===== config.mk =====
export PLATFORM = sky130hd
export DESIGN_NAME = pbcs_regs
export DESIGN_NICKNAME = d
export VERILOG_FILES = /design/src/core/pbcs_pkg.sv /design/src/core/pbcs_regs.sv
export VERILOG_INCLUDE_DIRS = /design/src /design/src/core
export SDC_FILE = /design/constraint.sdc
export NUM_CORES = 1
export LEC_CHECK = 0
export ABC_AREA = 1
export ABC_CLOCK_PERIOD_IN_PS = 2000
export BUFFER_PORTS_ARGS = -buffer_cell sky130_fd_sc_hd__buf_4
export CORE_MARGIN = 2
export CORE_UTILIZATION = 40
export DETAILED_ROUTE_END_ITERATION = 8
export PLACE_DENSITY = 0.73
export SLEW_MARGIN = 20
export SYNTH_ARGS = -nofsm -noshare
export SYNTH_HDL_FRONTEND = slang
export SYNTH_SLANG_ARGS = --single-unit

===== constraint.sdc =====
create_clock -name sys_clk_in -period 2 [get_ports sys_clk_in]
set_input_delay 0.4 -clock sys_clk_in [delete_from_list [all_inputs] [get_ports sys_clk_in]]
set_output_delay 0.4 -clock sys_clk_in [all_outputs]
set_load 0.02 [all_outputs]

===== src/core/pbcs_consts.svh =====
`ifndef PBCS_CONSTS_SVH
`define PBCS_CONSTS_SVH
// Register indexes seen through the indirect access path
`define PBCS_IDX_CTRL 5'h00
`define PBCS_IDX_STAT 5'h01
`define PBCS_IDX_ID_HI 5'h02
`define PBCS_IDX_ID_LO 5'h03
`define PBCS_IDX_ADV 5'h04
// Basic control bit positions
`define PBCS_CTRL_SRST 15
`define PBCS_CTRL_LOOP 14
`define PBCS_CTRL_SPEED 13
`define PBCS_CTRL_AN_EN 12
`define PBCS_CTRL_PDOWN 11
`define PBCS_CTRL_AN_RESTART 9
`define PBCS_CTRL_DUPLEX 8
`define PBCS_CTRL_COL_TEST 7
`define PBCS_CTRL_WMASK 16'hfb80
`define PBCS_CTRL_RESET_VAL 16'h0000
// Basic status bit positions
`define PBCS_STAT_CAPS 16'h7800
`define PBCS_STAT_AN_DONE 5
`define PBCS_STAT_RFAULT 4
`define PBCS_STAT_AN_ABLE 3
`define PBCS_STAT_LINK 2
`define PBCS_STAT_JABBER 1
`define PBCS_STAT_EXT 0
// Advertisement bit positions
`define PBCS_ADV_RFAULT 13
`define PBCS_ADV_PAUSE_HI 11
`define PBCS_ADV_PAUSE_LO 10
`define PBCS_ADV_100FD 8
`define PBCS_ADV_100HD 7
`define PBCS_ADV_10FD 6
`define PBCS_ADV_10HD 5
`define PBCS_ADV_WMASK 16'h2dff
`define PBCS_ADV_RESET_VAL 16'h0081
// Pause field encodings
`define PBCS_PAUSE_NONE 2'h0
`define PBCS_PAUSE_SYM 2'h1
`define PBCS_PAUSE_ASYM 2'h2
`define PBCS_PAUSE_BOTH 2'h3
// Cycles the filtered strap must settle after reset release
`define PBCS_STRAP_SETTLE 2'h3
`endif


===== src/core/pbcs_pkg.sv =====
package pbcs_pkg;
  // One register request from the MAC side
  typedef struct packed {
    logic write;
    logic [4:0] index;
    logic [15:0] wdata;
  } pbcs_req_t;
  // Conditions reported by the PHY core
  typedef struct packed {
    logic link_up;
    logic remote_fault;
    logic jabber;
    logic an_done;
    logic [1:0] lp_pause;
  } pbcs_line_t;
  // Operating mode driven to the PHY core
  typedef struct packed {
    logic loopback;
    logic an_enable;
    logic speed_100;
    logic full_duplex;
    logic power_down;
    logic col_test;
  } pbcs_mode_t;
  // Bank sequencing states
  typedef enum logic [1:0] {
    PBCS_ST_STRAP,
    PBCS_ST_RUN,
    PBCS_ST_SRST
  } pbcs_state_t;
endpackage : pbcs_pkg


===== src/core/pbcs_regs.sv =====
`timescale 1ns/1ps
`include "pbcs_consts.svh"

// Function
// - Control bit 15 soft reset, self-clearing
// - Control bit 14 selects loopback
// - Bit 13 speed, ignored under autoneg
// - Bit 12 enables autoneg, overrides manual
// - Bit 11 general power down
// - Bit 9 restarts autoneg, self-clearing
// - Bit 8 duplex, ignored under autoneg
// - Bit 7 enables collision test
// - Strap sets speed, autoneg, advert defaults
// - Status 15..11 fixed capability flags
// - Status 5 shows autoneg complete
// - Status 4 remote fault latches high
// - Status 2 link latches low
// - Status 1 jabber latches high
// - Status 3 and 0 read one
// - Identifier high holds OUI middle bits
// - Identifier low holds OUI, model, revision
// - Advert bit 13 writable remote fault
// - Two-bit pause field, resets none
// - Both pause kinds resolve to one
// - Advert ability bits, 100 half resets one
// - Selector field writable, resets 00001
// - Registers reached by index, not memory
module pbcs_regs #(
  parameter logic [15:0] ID_OUI_MID = 16'h0a5c, // Arbitrary value
  parameter logic [5:0] ID_OUI_TOP = 6'h15, // Arbitrary value
  parameter logic [5:0] ID_MODEL = 6'h2a, // Arbitrary value
  parameter logic [3:0] ID_REV = 4'h3 // Arbitrary value
) (
  input wire logic sys_clk_in,
  input wire logic reset_in,
  input wire logic ce_in,
  input wire logic speed_sel_strap_in,
  input wire logic req_valid_in,
  input wire pbcs_pkg::pbcs_req_t req_in,
  output logic req_ready_out,
  output logic rd_valid_out,
  output logic [15:0] rd_data_out,
  input wire pbcs_pkg::pbcs_line_t line_in,
  input wire logic an_restart_taken_in,
  output pbcs_pkg::pbcs_mode_t mode_out,
  output logic [15:0] adv_word_out,
  output logic soft_reset_out,
  output logic an_restart_out,
  output logic [1:0] pause_mode_out
);

  // Index compare, shared by read and write decode
  function automatic logic idx_hit(
    input logic [4:0] idx,
    input logic [4:0] want
  );
    return idx == want;
  endfunction : idx_hit

  // Control defaults, speed and autoneg from strap
  function automatic logic [15:0] ctrl_dflt(
    input logic strap
  );
    logic [15:0] v;
    v = `PBCS_CTRL_RESET_VAL;
    v[`PBCS_CTRL_SPEED] = strap;
    v[`PBCS_CTRL_AN_EN] = strap;
    return v;
  endfunction : ctrl_dflt

  // Advertisement defaults, three abilities from strap
  function automatic logic [15:0] adv_dflt(
    input logic strap
  );
    logic [15:0] v;
    v = `PBCS_ADV_RESET_VAL;
    v[`PBCS_ADV_100FD] = strap;
    v[`PBCS_ADV_10FD] = strap;
    v[`PBCS_ADV_10HD] = strap;
    return v;
  endfunction : adv_dflt

  // Pause outcome, never both kinds at once
  function automatic logic [1:0] pause_resolve(
    input logic [1:0] local_adv,
    input logic [1:0] partner
  );
    logic [1:0] r;
    r = `PBCS_PAUSE_NONE;
    case (local_adv)
      `PBCS_PAUSE_BOTH: begin
        // Symmetric preferred, else asymmetric
        if (partner[0]) begin
          r = `PBCS_PAUSE_SYM;
        end else if (partner[1]) begin
          r = `PBCS_PAUSE_ASYM;
        end
      end
      `PBCS_PAUSE_SYM: begin
        // Needs partner symmetric support
        if (partner[0]) begin
          r = `PBCS_PAUSE_SYM;
        end
      end
      `PBCS_PAUSE_ASYM: begin
        // Needs partner asymmetric support
        if (partner[1]) begin
          r = `PBCS_PAUSE_ASYM;
        end
      end
      default: begin
        // No pause advertised
        r = `PBCS_PAUSE_NONE;
      end
    endcase
    return r;
  endfunction : pause_resolve

  // Strap synchroniser stages; first read only by second
  logic strap_s1_reg;
  logic strap_s2_reg;
  logic strap_s3_reg;
  logic strap_lvl_reg; // Filtered strap level
  logic strap_lvl_next;

  // Sequencing state and settle count
  pbcs_pkg::pbcs_state_t state_reg;
  pbcs_pkg::pbcs_state_t state_next;
  logic [1:0] settle_reg;
  logic [1:0] settle_next;

  // Stored register contents
  logic [15:0] ctrl_reg; // Writable control bits
  logic [15:0] ctrl_next;
  logic [15:0] adv_reg; // Writable advert bits
  logic [15:0] adv_next;

  // Latched status conditions
  logic rfault_reg;
  logic rfault_next;
  logic jabber_reg;
  logic jabber_next;
  logic link_reg;
  logic link_next;

  // Answer and event outputs
  logic [15:0] rd_data_reg;
  logic [15:0] rd_data_next;
  logic rd_valid_reg;
  logic rd_valid_next;
  logic srst_pulse_reg;
  logic srst_pulse_next;
  logic [1:0] pause_reg;
  logic [1:0] pause_next;

  // Decoded request and assembled words
  logic taken; // Request accepted this cycle
  logic wr_ctrl;
  logic wr_adv;
  logic rd_stat; // Status read, clears latches
  logic [15:0] stat_word;
  logic [15:0] rd_word;

  // Ready falls with the enable, so a frozen bank never takes a request
  // and the MAC side simply holds its request until the bank runs again
  // Requests accepted only while running
  assign req_ready_out = ce_in && (state_reg == pbcs_pkg::PBCS_ST_RUN);
  assign taken = req_valid_in && req_ready_out;

  // Write and read strobes by index
  assign wr_ctrl = taken && req_in.write && idx_hit(req_in.index, `PBCS_IDX_CTRL);
  assign wr_adv = taken && req_in.write && idx_hit(req_in.index, `PBCS_IDX_ADV);
  assign rd_stat = taken && !req_in.write && idx_hit(req_in.index, `PBCS_IDX_STAT);

  // Status word from capabilities and latches
  // Fault and jabber latch bits OR the live condition, so a fault in the read cycle shows; link shows the latch alone
  always_comb begin
    stat_word = `PBCS_STAT_CAPS;
    stat_word[`PBCS_STAT_AN_DONE] = line_in.an_done;
    stat_word[`PBCS_STAT_RFAULT] = rfault_reg || line_in.remote_fault;
    stat_word[`PBCS_STAT_AN_ABLE] = 1'b1;
    stat_word[`PBCS_STAT_LINK] = link_reg;
    stat_word[`PBCS_STAT_JABBER] = jabber_reg || line_in.jabber;
    stat_word[`PBCS_STAT_EXT] = 1'b1;
  end

  // Read multiplexer; unknown index reads zero
  // Indexes above four belong to registers outside this bank
  always_comb begin
    rd_word = 16'h0000;
    if (idx_hit(req_in.index, `PBCS_IDX_CTRL)) begin
      rd_word = ctrl_reg & `PBCS_CTRL_WMASK;
    end else if (idx_hit(req_in.index, `PBCS_IDX_STAT)) begin
      rd_word = stat_word;
    end else if (idx_hit(req_in.index, `PBCS_IDX_ID_HI)) begin
      rd_word = ID_OUI_MID;
    end else if (idx_hit(req_in.index, `PBCS_IDX_ID_LO)) begin
      rd_word = {ID_OUI_TOP, ID_MODEL, ID_REV};
    end else if (idx_hit(req_in.index, `PBCS_IDX_ADV)) begin
      rd_word = adv_reg & `PBCS_ADV_WMASK;
    end
  end

  // Strap filter: accept level once stages two and three agree
  // One disagreeing sample keeps the last accepted level
  always_comb begin
    strap_lvl_next = strap_lvl_reg;
    if (strap_s2_reg == strap_s3_reg) begin
      strap_lvl_next = strap_s3_reg;
    end
  end

  // Strap synchroniser registers; they keep sampling through reset, so the
  // filtered level is already settled when the defaults load after release
  always_ff @(posedge sys_clk_in) begin
    if (reset_in || ce_in) begin
      strap_s1_reg <= speed_sel_strap_in;
      strap_s2_reg <= strap_s1_reg;
      strap_s3_reg <= strap_s2_reg;
      strap_lvl_reg <= strap_lvl_next;
    end
  end

  // Next values for the bank
  // Every next value but rd_valid_next and srst_pulse_next, which default low, holds unless a branch below moves it
  always_comb begin
    state_next = state_reg;
    settle_next = settle_reg;
    ctrl_next = ctrl_reg;
    adv_next = adv_reg;
    rfault_next = rfault_reg;
    jabber_next = jabber_reg;
    link_next = link_reg;
    rd_data_next = rd_data_reg;
    rd_valid_next = 1'b0;
    srst_pulse_next = 1'b0;
    pause_next = pause_reg;

    // Latch-high faults; an event beats the read clear
    if (line_in.remote_fault) begin
      rfault_next = 1'b1;
    end else if (rd_stat) begin
      rfault_next = 1'b0;
    end
    if (line_in.jabber) begin
      jabber_next = 1'b1;
    end else if (rd_stat) begin
      jabber_next = 1'b0;
    end

    // Latch-low link; a loss beats the read refresh
    // After reset the link reads down through the first status read, since that read sets the latch
    if (!line_in.link_up) begin
      link_next = 1'b0;
    end else if (rd_stat) begin
      link_next = 1'b1;
    end

    // Pause outcome held only while autoneg is complete
    if (line_in.an_done) begin
      pause_next = pause_resolve(adv_reg[`PBCS_ADV_PAUSE_HI:`PBCS_ADV_PAUSE_LO], line_in.lp_pause);
    end else begin
      pause_next = `PBCS_PAUSE_NONE;
    end

    // Restart bit clears once the engine takes it
    if (an_restart_taken_in) begin
      ctrl_next[`PBCS_CTRL_AN_RESTART] = 1'b0;
    end

    // Read answer one cycle after the taken edge
    if (taken && !req_in.write) begin
      rd_data_next = rd_word;
      rd_valid_next = 1'b1;
    end

    case (state_reg)
      pbcs_pkg::PBCS_ST_STRAP: begin
        // Wait for the filtered strap, then load defaults
        // The filter runs through reset, so its level is settled here
        if (settle_reg == `PBCS_STRAP_SETTLE) begin
          ctrl_next = ctrl_dflt(strap_lvl_reg);
          adv_next = adv_dflt(strap_lvl_reg);
          state_next = pbcs_pkg::PBCS_ST_RUN;
        end else begin
          settle_next = settle_reg + 2'h1;
        end
      end
      pbcs_pkg::PBCS_ST_RUN: begin
        // Control write, writable bits only
        // A restart written in the cycle the core takes the old one wins
        if (wr_ctrl) begin
          ctrl_next = req_in.wdata & `PBCS_CTRL_WMASK;
          if (!req_in.wdata[`PBCS_CTRL_AN_RESTART] && an_restart_taken_in) begin
            ctrl_next[`PBCS_CTRL_AN_RESTART] = 1'b0;
          end
          if (req_in.wdata[`PBCS_CTRL_SRST]) begin
            state_next = pbcs_pkg::PBCS_ST_SRST;
          end
        end
        // Advertisement write, writable bits only
        if (wr_adv) begin
          adv_next = req_in.wdata & `PBCS_ADV_WMASK;
        end
      end
      pbcs_pkg::PBCS_ST_SRST: begin
        // Soft reset reloads defaults and clears bit 15
        ctrl_next = ctrl_dflt(strap_lvl_reg);
        adv_next = adv_dflt(strap_lvl_reg);
        // Status latches restart from their idle values
        rfault_next = 1'b0;
        jabber_next = 1'b0;
        link_next = 1'b0;
        srst_pulse_next = 1'b1;
        state_next = pbcs_pkg::PBCS_ST_RUN;
      end
      default: begin
        // Recover to the strap load
        state_next = pbcs_pkg::PBCS_ST_STRAP;
        settle_next = 2'h0;
      end
    endcase
  end

  // Bank registers
  // Reset acts whatever the enable; a low enable holds every flop
  always_ff @(posedge sys_clk_in) begin
    if (reset_in) begin
      state_reg <= pbcs_pkg::PBCS_ST_STRAP;
      settle_reg <= 2'h0;
      ctrl_reg <= `PBCS_CTRL_RESET_VAL;
      adv_reg <= `PBCS_ADV_RESET_VAL;
      rfault_reg <= 1'b0;
      jabber_reg <= 1'b0;
      link_reg <= 1'b0;
      rd_data_reg <= 16'h0000;
      rd_valid_reg <= 1'b0;
      srst_pulse_reg <= 1'b0;
      pause_reg <= `PBCS_PAUSE_NONE;
    end else if (ce_in) begin
      state_reg <= state_next;
      settle_reg <= settle_next;
      ctrl_reg <= ctrl_next;
      adv_reg <= adv_next;
      rfault_reg <= rfault_next;
      jabber_reg <= jabber_next;
      link_reg <= link_next;
      rd_data_reg <= rd_data_next;
      rd_valid_reg <= rd_valid_next;
      srst_pulse_reg <= srst_pulse_next;
      pause_reg <= pause_next;
    end
  end

  // Mode to the PHY core; manual speed and duplex only without autoneg
  // The core sees the forced values, the register reads back as written
  assign mode_out.loopback = ctrl_reg[`PBCS_CTRL_LOOP];
  assign mode_out.an_enable = ctrl_reg[`PBCS_CTRL_AN_EN];
  assign mode_out.speed_100 = ctrl_reg[`PBCS_CTRL_SPEED] && !ctrl_reg[`PBCS_CTRL_AN_EN];
  assign mode_out.full_duplex = ctrl_reg[`PBCS_CTRL_DUPLEX] && !ctrl_reg[`PBCS_CTRL_AN_EN];
  assign mode_out.power_down = ctrl_reg[`PBCS_CTRL_PDOWN];
  assign mode_out.col_test = ctrl_reg[`PBCS_CTRL_COL_TEST];

  // Remaining outputs straight from flops
  // Soft reset is a one-cycle pulse; the restart level waits for the core
  assign adv_word_out = adv_reg & `PBCS_ADV_WMASK;
  assign an_restart_out = ctrl_reg[`PBCS_CTRL_AN_RESTART];
  assign soft_reset_out = srst_pulse_reg;
  assign pause_mode_out = pause_reg;
  assign rd_valid_out = rd_valid_reg;
  assign rd_data_out = rd_data_reg;

endmodule : pbcs_regs


# == After elaboration in Yosys (flattened, before gate mapping) ==
# Cells that the tools add are included.
# classes
addsub,1
multipliers,0
div_mod_pow,0
order_cmp,0
eq_ne,17
shift,0
muxes,34
bitwise,1
n_reduce_logical,31
# ops
op,count
2-to-1 mux 16 bit,3
case mux 16 bit (3 select lines),1
2-to-1 mux 15 bit,3
2-to-1 mux 14 bit,3
case mux 14 bit (3 select lines),1
2-to-1 mux 2 bit,7
2-to-1 mux 1 bit,13
case mux 2 bit (3 select lines),2
AND reduction 4 bit,3
"equality test 5 x 2 -> 1 bit, second input constant",2
logical AND 1 bit,10
"inequality test 2 bit, second input constant",5
AND reduction 2 bit,5
nonzero test 3 bit,3
"equality test 2 bit, second input constant",4
"equality test 5 x 1 -> 1 bit, second input constant",1
"equality test 5 x 3 -> 1 bit, second input constant",1
zero test 5 bit,1
"equality test 2 x 1 -> 1 bit, second input constant",2
case mux 2 bit (2 select lines),1
zero test 1 bit,3
logical OR 1 bit,3
"inequality test 3 x 1 -> 1 bit, second input constant",1
AND reduction 3 bit,1
5 further kinds,5
# word_totals
ff_bits,61
latchBits,0
mem_bits_rw,0
romBits,0
inputBits,34
output_inout_bits,44
word_cells,100
n_memories,0

# == Depth between registers and ports, before layout ==
# depth
ltp_word,8
ltp_mapped,11
ltp_nobuf,11

# == Least setup slack after synthesis ==
# No wires, ideal clock.
# synth_timing
kind,flip-flop to flip-flop
startpoint,register state_reg[0]
endpoint,register adv_reg[10]
setup_ps,114
t_arrival_ps,1435
required_time_ps,1886
setup_slack_ps,452
stages_incl_launch_ff,12
n_path_buf,1
synth_period_minus_slack_ps,1548
path_cell_list,dfxtp_1 -> inv_1 -> ha_1 -> inv_1 -> nor2_1 -> inv_1 -> nand3_2 -> inv_2 -> buf_6 -> nand3_2 -> nand2_1 -> nor2_2
# synth_between
elab_chain_cells,7
word_cells_on_any_way,12
classes_between,eq/ne: 4; mux: 1; reduce/logical: 7
# synth_rtl
item,line_no,source
from (decl),pbcs_regs.sv:127,pbcs_pkg::pbcs_state_t state_reg;
from (signal assigned),pbcs_regs.sv:329,state_reg <= pbcs_pkg::PBCS_ST_STRAP;
from (signal assigned),pbcs_regs.sv:341,state_reg <= state_next;
equality test 2 x 1 -> 1 bit,"pbcs_regs.sv:167, pbcs_regs.sv:277",
logical AND 1 bit,pbcs_regs.sv:167,assign req_ready_out = ce_in && (state_reg == pbcs_pkg::PBCS_ST_RUN);
logical AND 1 bit,pbcs_regs.sv:168,assign taken = req_valid_in && req_ready_out;
logical AND 1 bit (2 in a row),pbcs_regs.sv:172,"assign wr_adv = taken && req_in.write && idx_hit(req_in.index, `PBCS_IDX_ADV);"
inequality test 2 bit (no line),-,
AND reduction 4 bit (no line),-,
to (signal assigned),pbcs_regs.sv:332,adv_reg <= `PBCS_ADV_RESET_VAL;
to (signal assigned),pbcs_regs.sv:344,adv_reg <= adv_next;
to (decl),pbcs_regs.sv:135,logic [15:0] adv_reg;
# Parallel ways exist; a longest one is shown, timed or not.
# A chain may end at the register's enable or synchronous reset.

# == Worst setup path in the final report ==
# layout_timing
startpoint,register state_reg[1]
endpoint,output req_ready_out
# layout_between
elab_chain_cells,2
# layout_rtl
item,line_no,source
equality test 2 x 1 -> 1 bit,pbcs_regs.sv:167,
logical AND 1 bit,pbcs_regs.sv:167,
to (decl),pbcs_regs.sv:40,"output logic req_ready_out,"
# Every way passes these cells.

==> run metrics <==
Setup crit end kind output pin; count leader, synth nand2_1; H-tree Lvls 2; first-pass GRT wire length 12,000 µm; Lkg Pwr 1.56 nW; utilization after layout 0.526; # diodes 0; vias in the first global route 2,490; Die Height 85.9 µm; Unique masters post-synth 36; multi-input logic area 1360 µm²; worst clock skew 0.00800 ns; Worst slew margin 0.641; final-report max-slew violation count 0; Iteration-0 DRC Markers 142; Max Cap Violations 0; async set-reset flop share out of synthesis 0; post-synthesis cell area 2680 µm²; Post-synth top cells nand2_1, dfxtp_1, nor2_1; antenna-violating nets left 0; DR DRC count 5; final hold vios 0; Slowest cell on crit path dfxtp_1; cell mode on critical path inv_1; crit path launch type flop; drt total wl 7100 µm; Max IR drop VDD 0.374 mV; Final period util 0.896; final setup TNS 0 ns; final setup violation count 0; worst min path class input port to flop; gr usage total 0.205; Clock transition at path regs 0.09 ns; post-synth top area share 0.351; area grow syn2layout 26.0%; Synth Register Bits 51; Detailed Routing Iterations Pass 1 6; fillcell total 634; Seq/Total Area, Yosys 0.396; core area 6420 µm²; Routed WL per cell 13.9 µm; crit path max fanout 6; EDFF count, synth 4; nets 473; Initial Utilization 0.417; Final min period 1.79 ns; row cnt 29; ranking of synthesized cells by area dfxtp_1, nand2_1, a21oi_1; critical path type flop to output pin; CP max stage delay 0.35 ns; TritonCTS Buffers 5; Via Count 2,542; Synth warnings 0; TritonCTS clock tree built; failing checks DRC; largest net degree at the start of global routing 23; I/O Buffers 73; fmax 558 MHz; initial antenna violation count 0; PwrDens 608 nW/µm²; RSZ-0062 raised after global routing false; layout cells sized above 1 0.274; area taken by flip-flops and latches 1060 µm²; status finished, violations left; leading area contributor after synthesis dfxtp_1; CP arrival 1.39 ns; Synth Instances 362; number of vias per cell 4.97; Final GP Congestion 0.863; GR Overflow Total 0; die span in x 85.9 µm; Hold Buf Count CTS 0; Clock Latency Late Sink 0.31 ns; crit path cell chain inv_1 > ha_1 > nand2_1 > inv_1 > buf_4; CP required 1.60 ns; worst-margin pin slew 0.537 ns; clock sinks 51; max FFs per register 16; prevailing post-synth register cell dfxtp_1; clock root cell clkbuf_8; Max Buffers Root-to-Sink 2; Post-DP HPWL 5550 µm; # IOs 78; die area 7370 µm²; syn_area_per_cell 7.41 µm²
-- final timing paths --
check,startpoint,to,slack (ns),depth (start not counted)
max,state_reg[1]$_SDFFE_PP0P_,req_ready_out,0.21,5
min,speed_sel_strap_in,strap_s1_reg$_DFFE_PP_,0.27,1
max reg2reg,state_reg[0]$_SDFFE_PP0P_,adv_reg[2]$_SDFFE_PP0P_,0.26,10
min reg2reg,strap_s1_reg$_DFFE_PP_,strap_s2_reg$_DFFE_PP_,0.45,0
-- per-stage QoR --
stage	cells	hold WS, ns	power (mW)	setup slack [ns]	area [µm²]
after global placement	503	0.410	1.38	0.329	3260
after global routing	511	0.261	2.15	0.0705	3380
after detailed placement	503	0.411	1.38	0.192	3260
final	511	0.268	2.06	0.207	3380
after floorplan	365	0.400	1.27	0.452	2690
after CTS	511	0.260	2.07	0.170	3380
-- report_power, final --
group | total, mW | switching [mW] | internal [mW]
clock network | 0.695 | 0.340 | 0.355
logic | 0.277 | 0.163 | 0.114
registers | 1.08 | 0.0239 | 1.06
-- cell usage in the layout (no fill, tap or decap), drive strengths merged --
cell type / count
nand3b: 1
inv: 35
buf: 80
nand4: 1
or2: 2
nor3: 2
o31ai: 1
o21ai: 19
nand2: 97
dfxtp: 47
xor2: 1
a21oi: 41
a211oi: 2
o211ai: 1
nand3: 29
a32oi: 1
nor2: 50
ha: 6
clkinv: 2
a32o: 1
edfxtp: 4
clkbuf: 7
conb: 4
-- critical path, delay by kind of cell, from the launching register on --
family | cells | cell delay [ns]
adders and majority gates | 1 | 0.32
buffers and inverters | 3 | 0.33
DFF | 1 | 0.35
and+or+nand+nor | 1 | 0.09
-- cell families after synthesis --
family | count (synthesis) | synth area share
AND/OR/NAND/NOR | 182 | 0.325
AO/OA/AOI/OAI | 66 | 0.144
buffers and inverters | 55 | 0.102
flip-flops | 51 | 0.396
adder cells (fa/ha/maj) | 6 | 0.0280
XOR/XNOR | 1 | 0.00327
other | 1 | 0.00140
-- repair_timing --
| item | in CTS | in global routing |
|---|---|---|
| gates resized for setup | 0 | 2 |
| setup endpoints to repair | 0 | 9 |
| setup buffers | 0 | 0 |
-- metal layers --
| layer | vias up | track usage | share of wire |
|---|---|---|---|
| met2 | 82 | 0.337 | 0.47 |
| met3 | 12 | 0.0462 | 0.061 |
| met1 | 1156 | 0.268 | 0.45 |
| met5 | - | 0 | 0 |
| met4 | 0 | 0.0649 | 0.016 |
| li1 | 1292 | - | - |
-- area by class of cell --
| class | instances | share of cell area |
|---|---|---|
| Clock inverter | 1 | 0.00148 |
| Clock buffer | 7 | 0.0319 |
| Inverter | 36 | 0.0407 |
| Timing Repair Buffer | 80 | 0.181 |
| Sequential cell | 51 | 0.314 |
| Multi-Input combinational cell | 259 | 0.402 |
| Tap cell | 77 | 0.0285 |
Power figures use the tool's default switching activity.
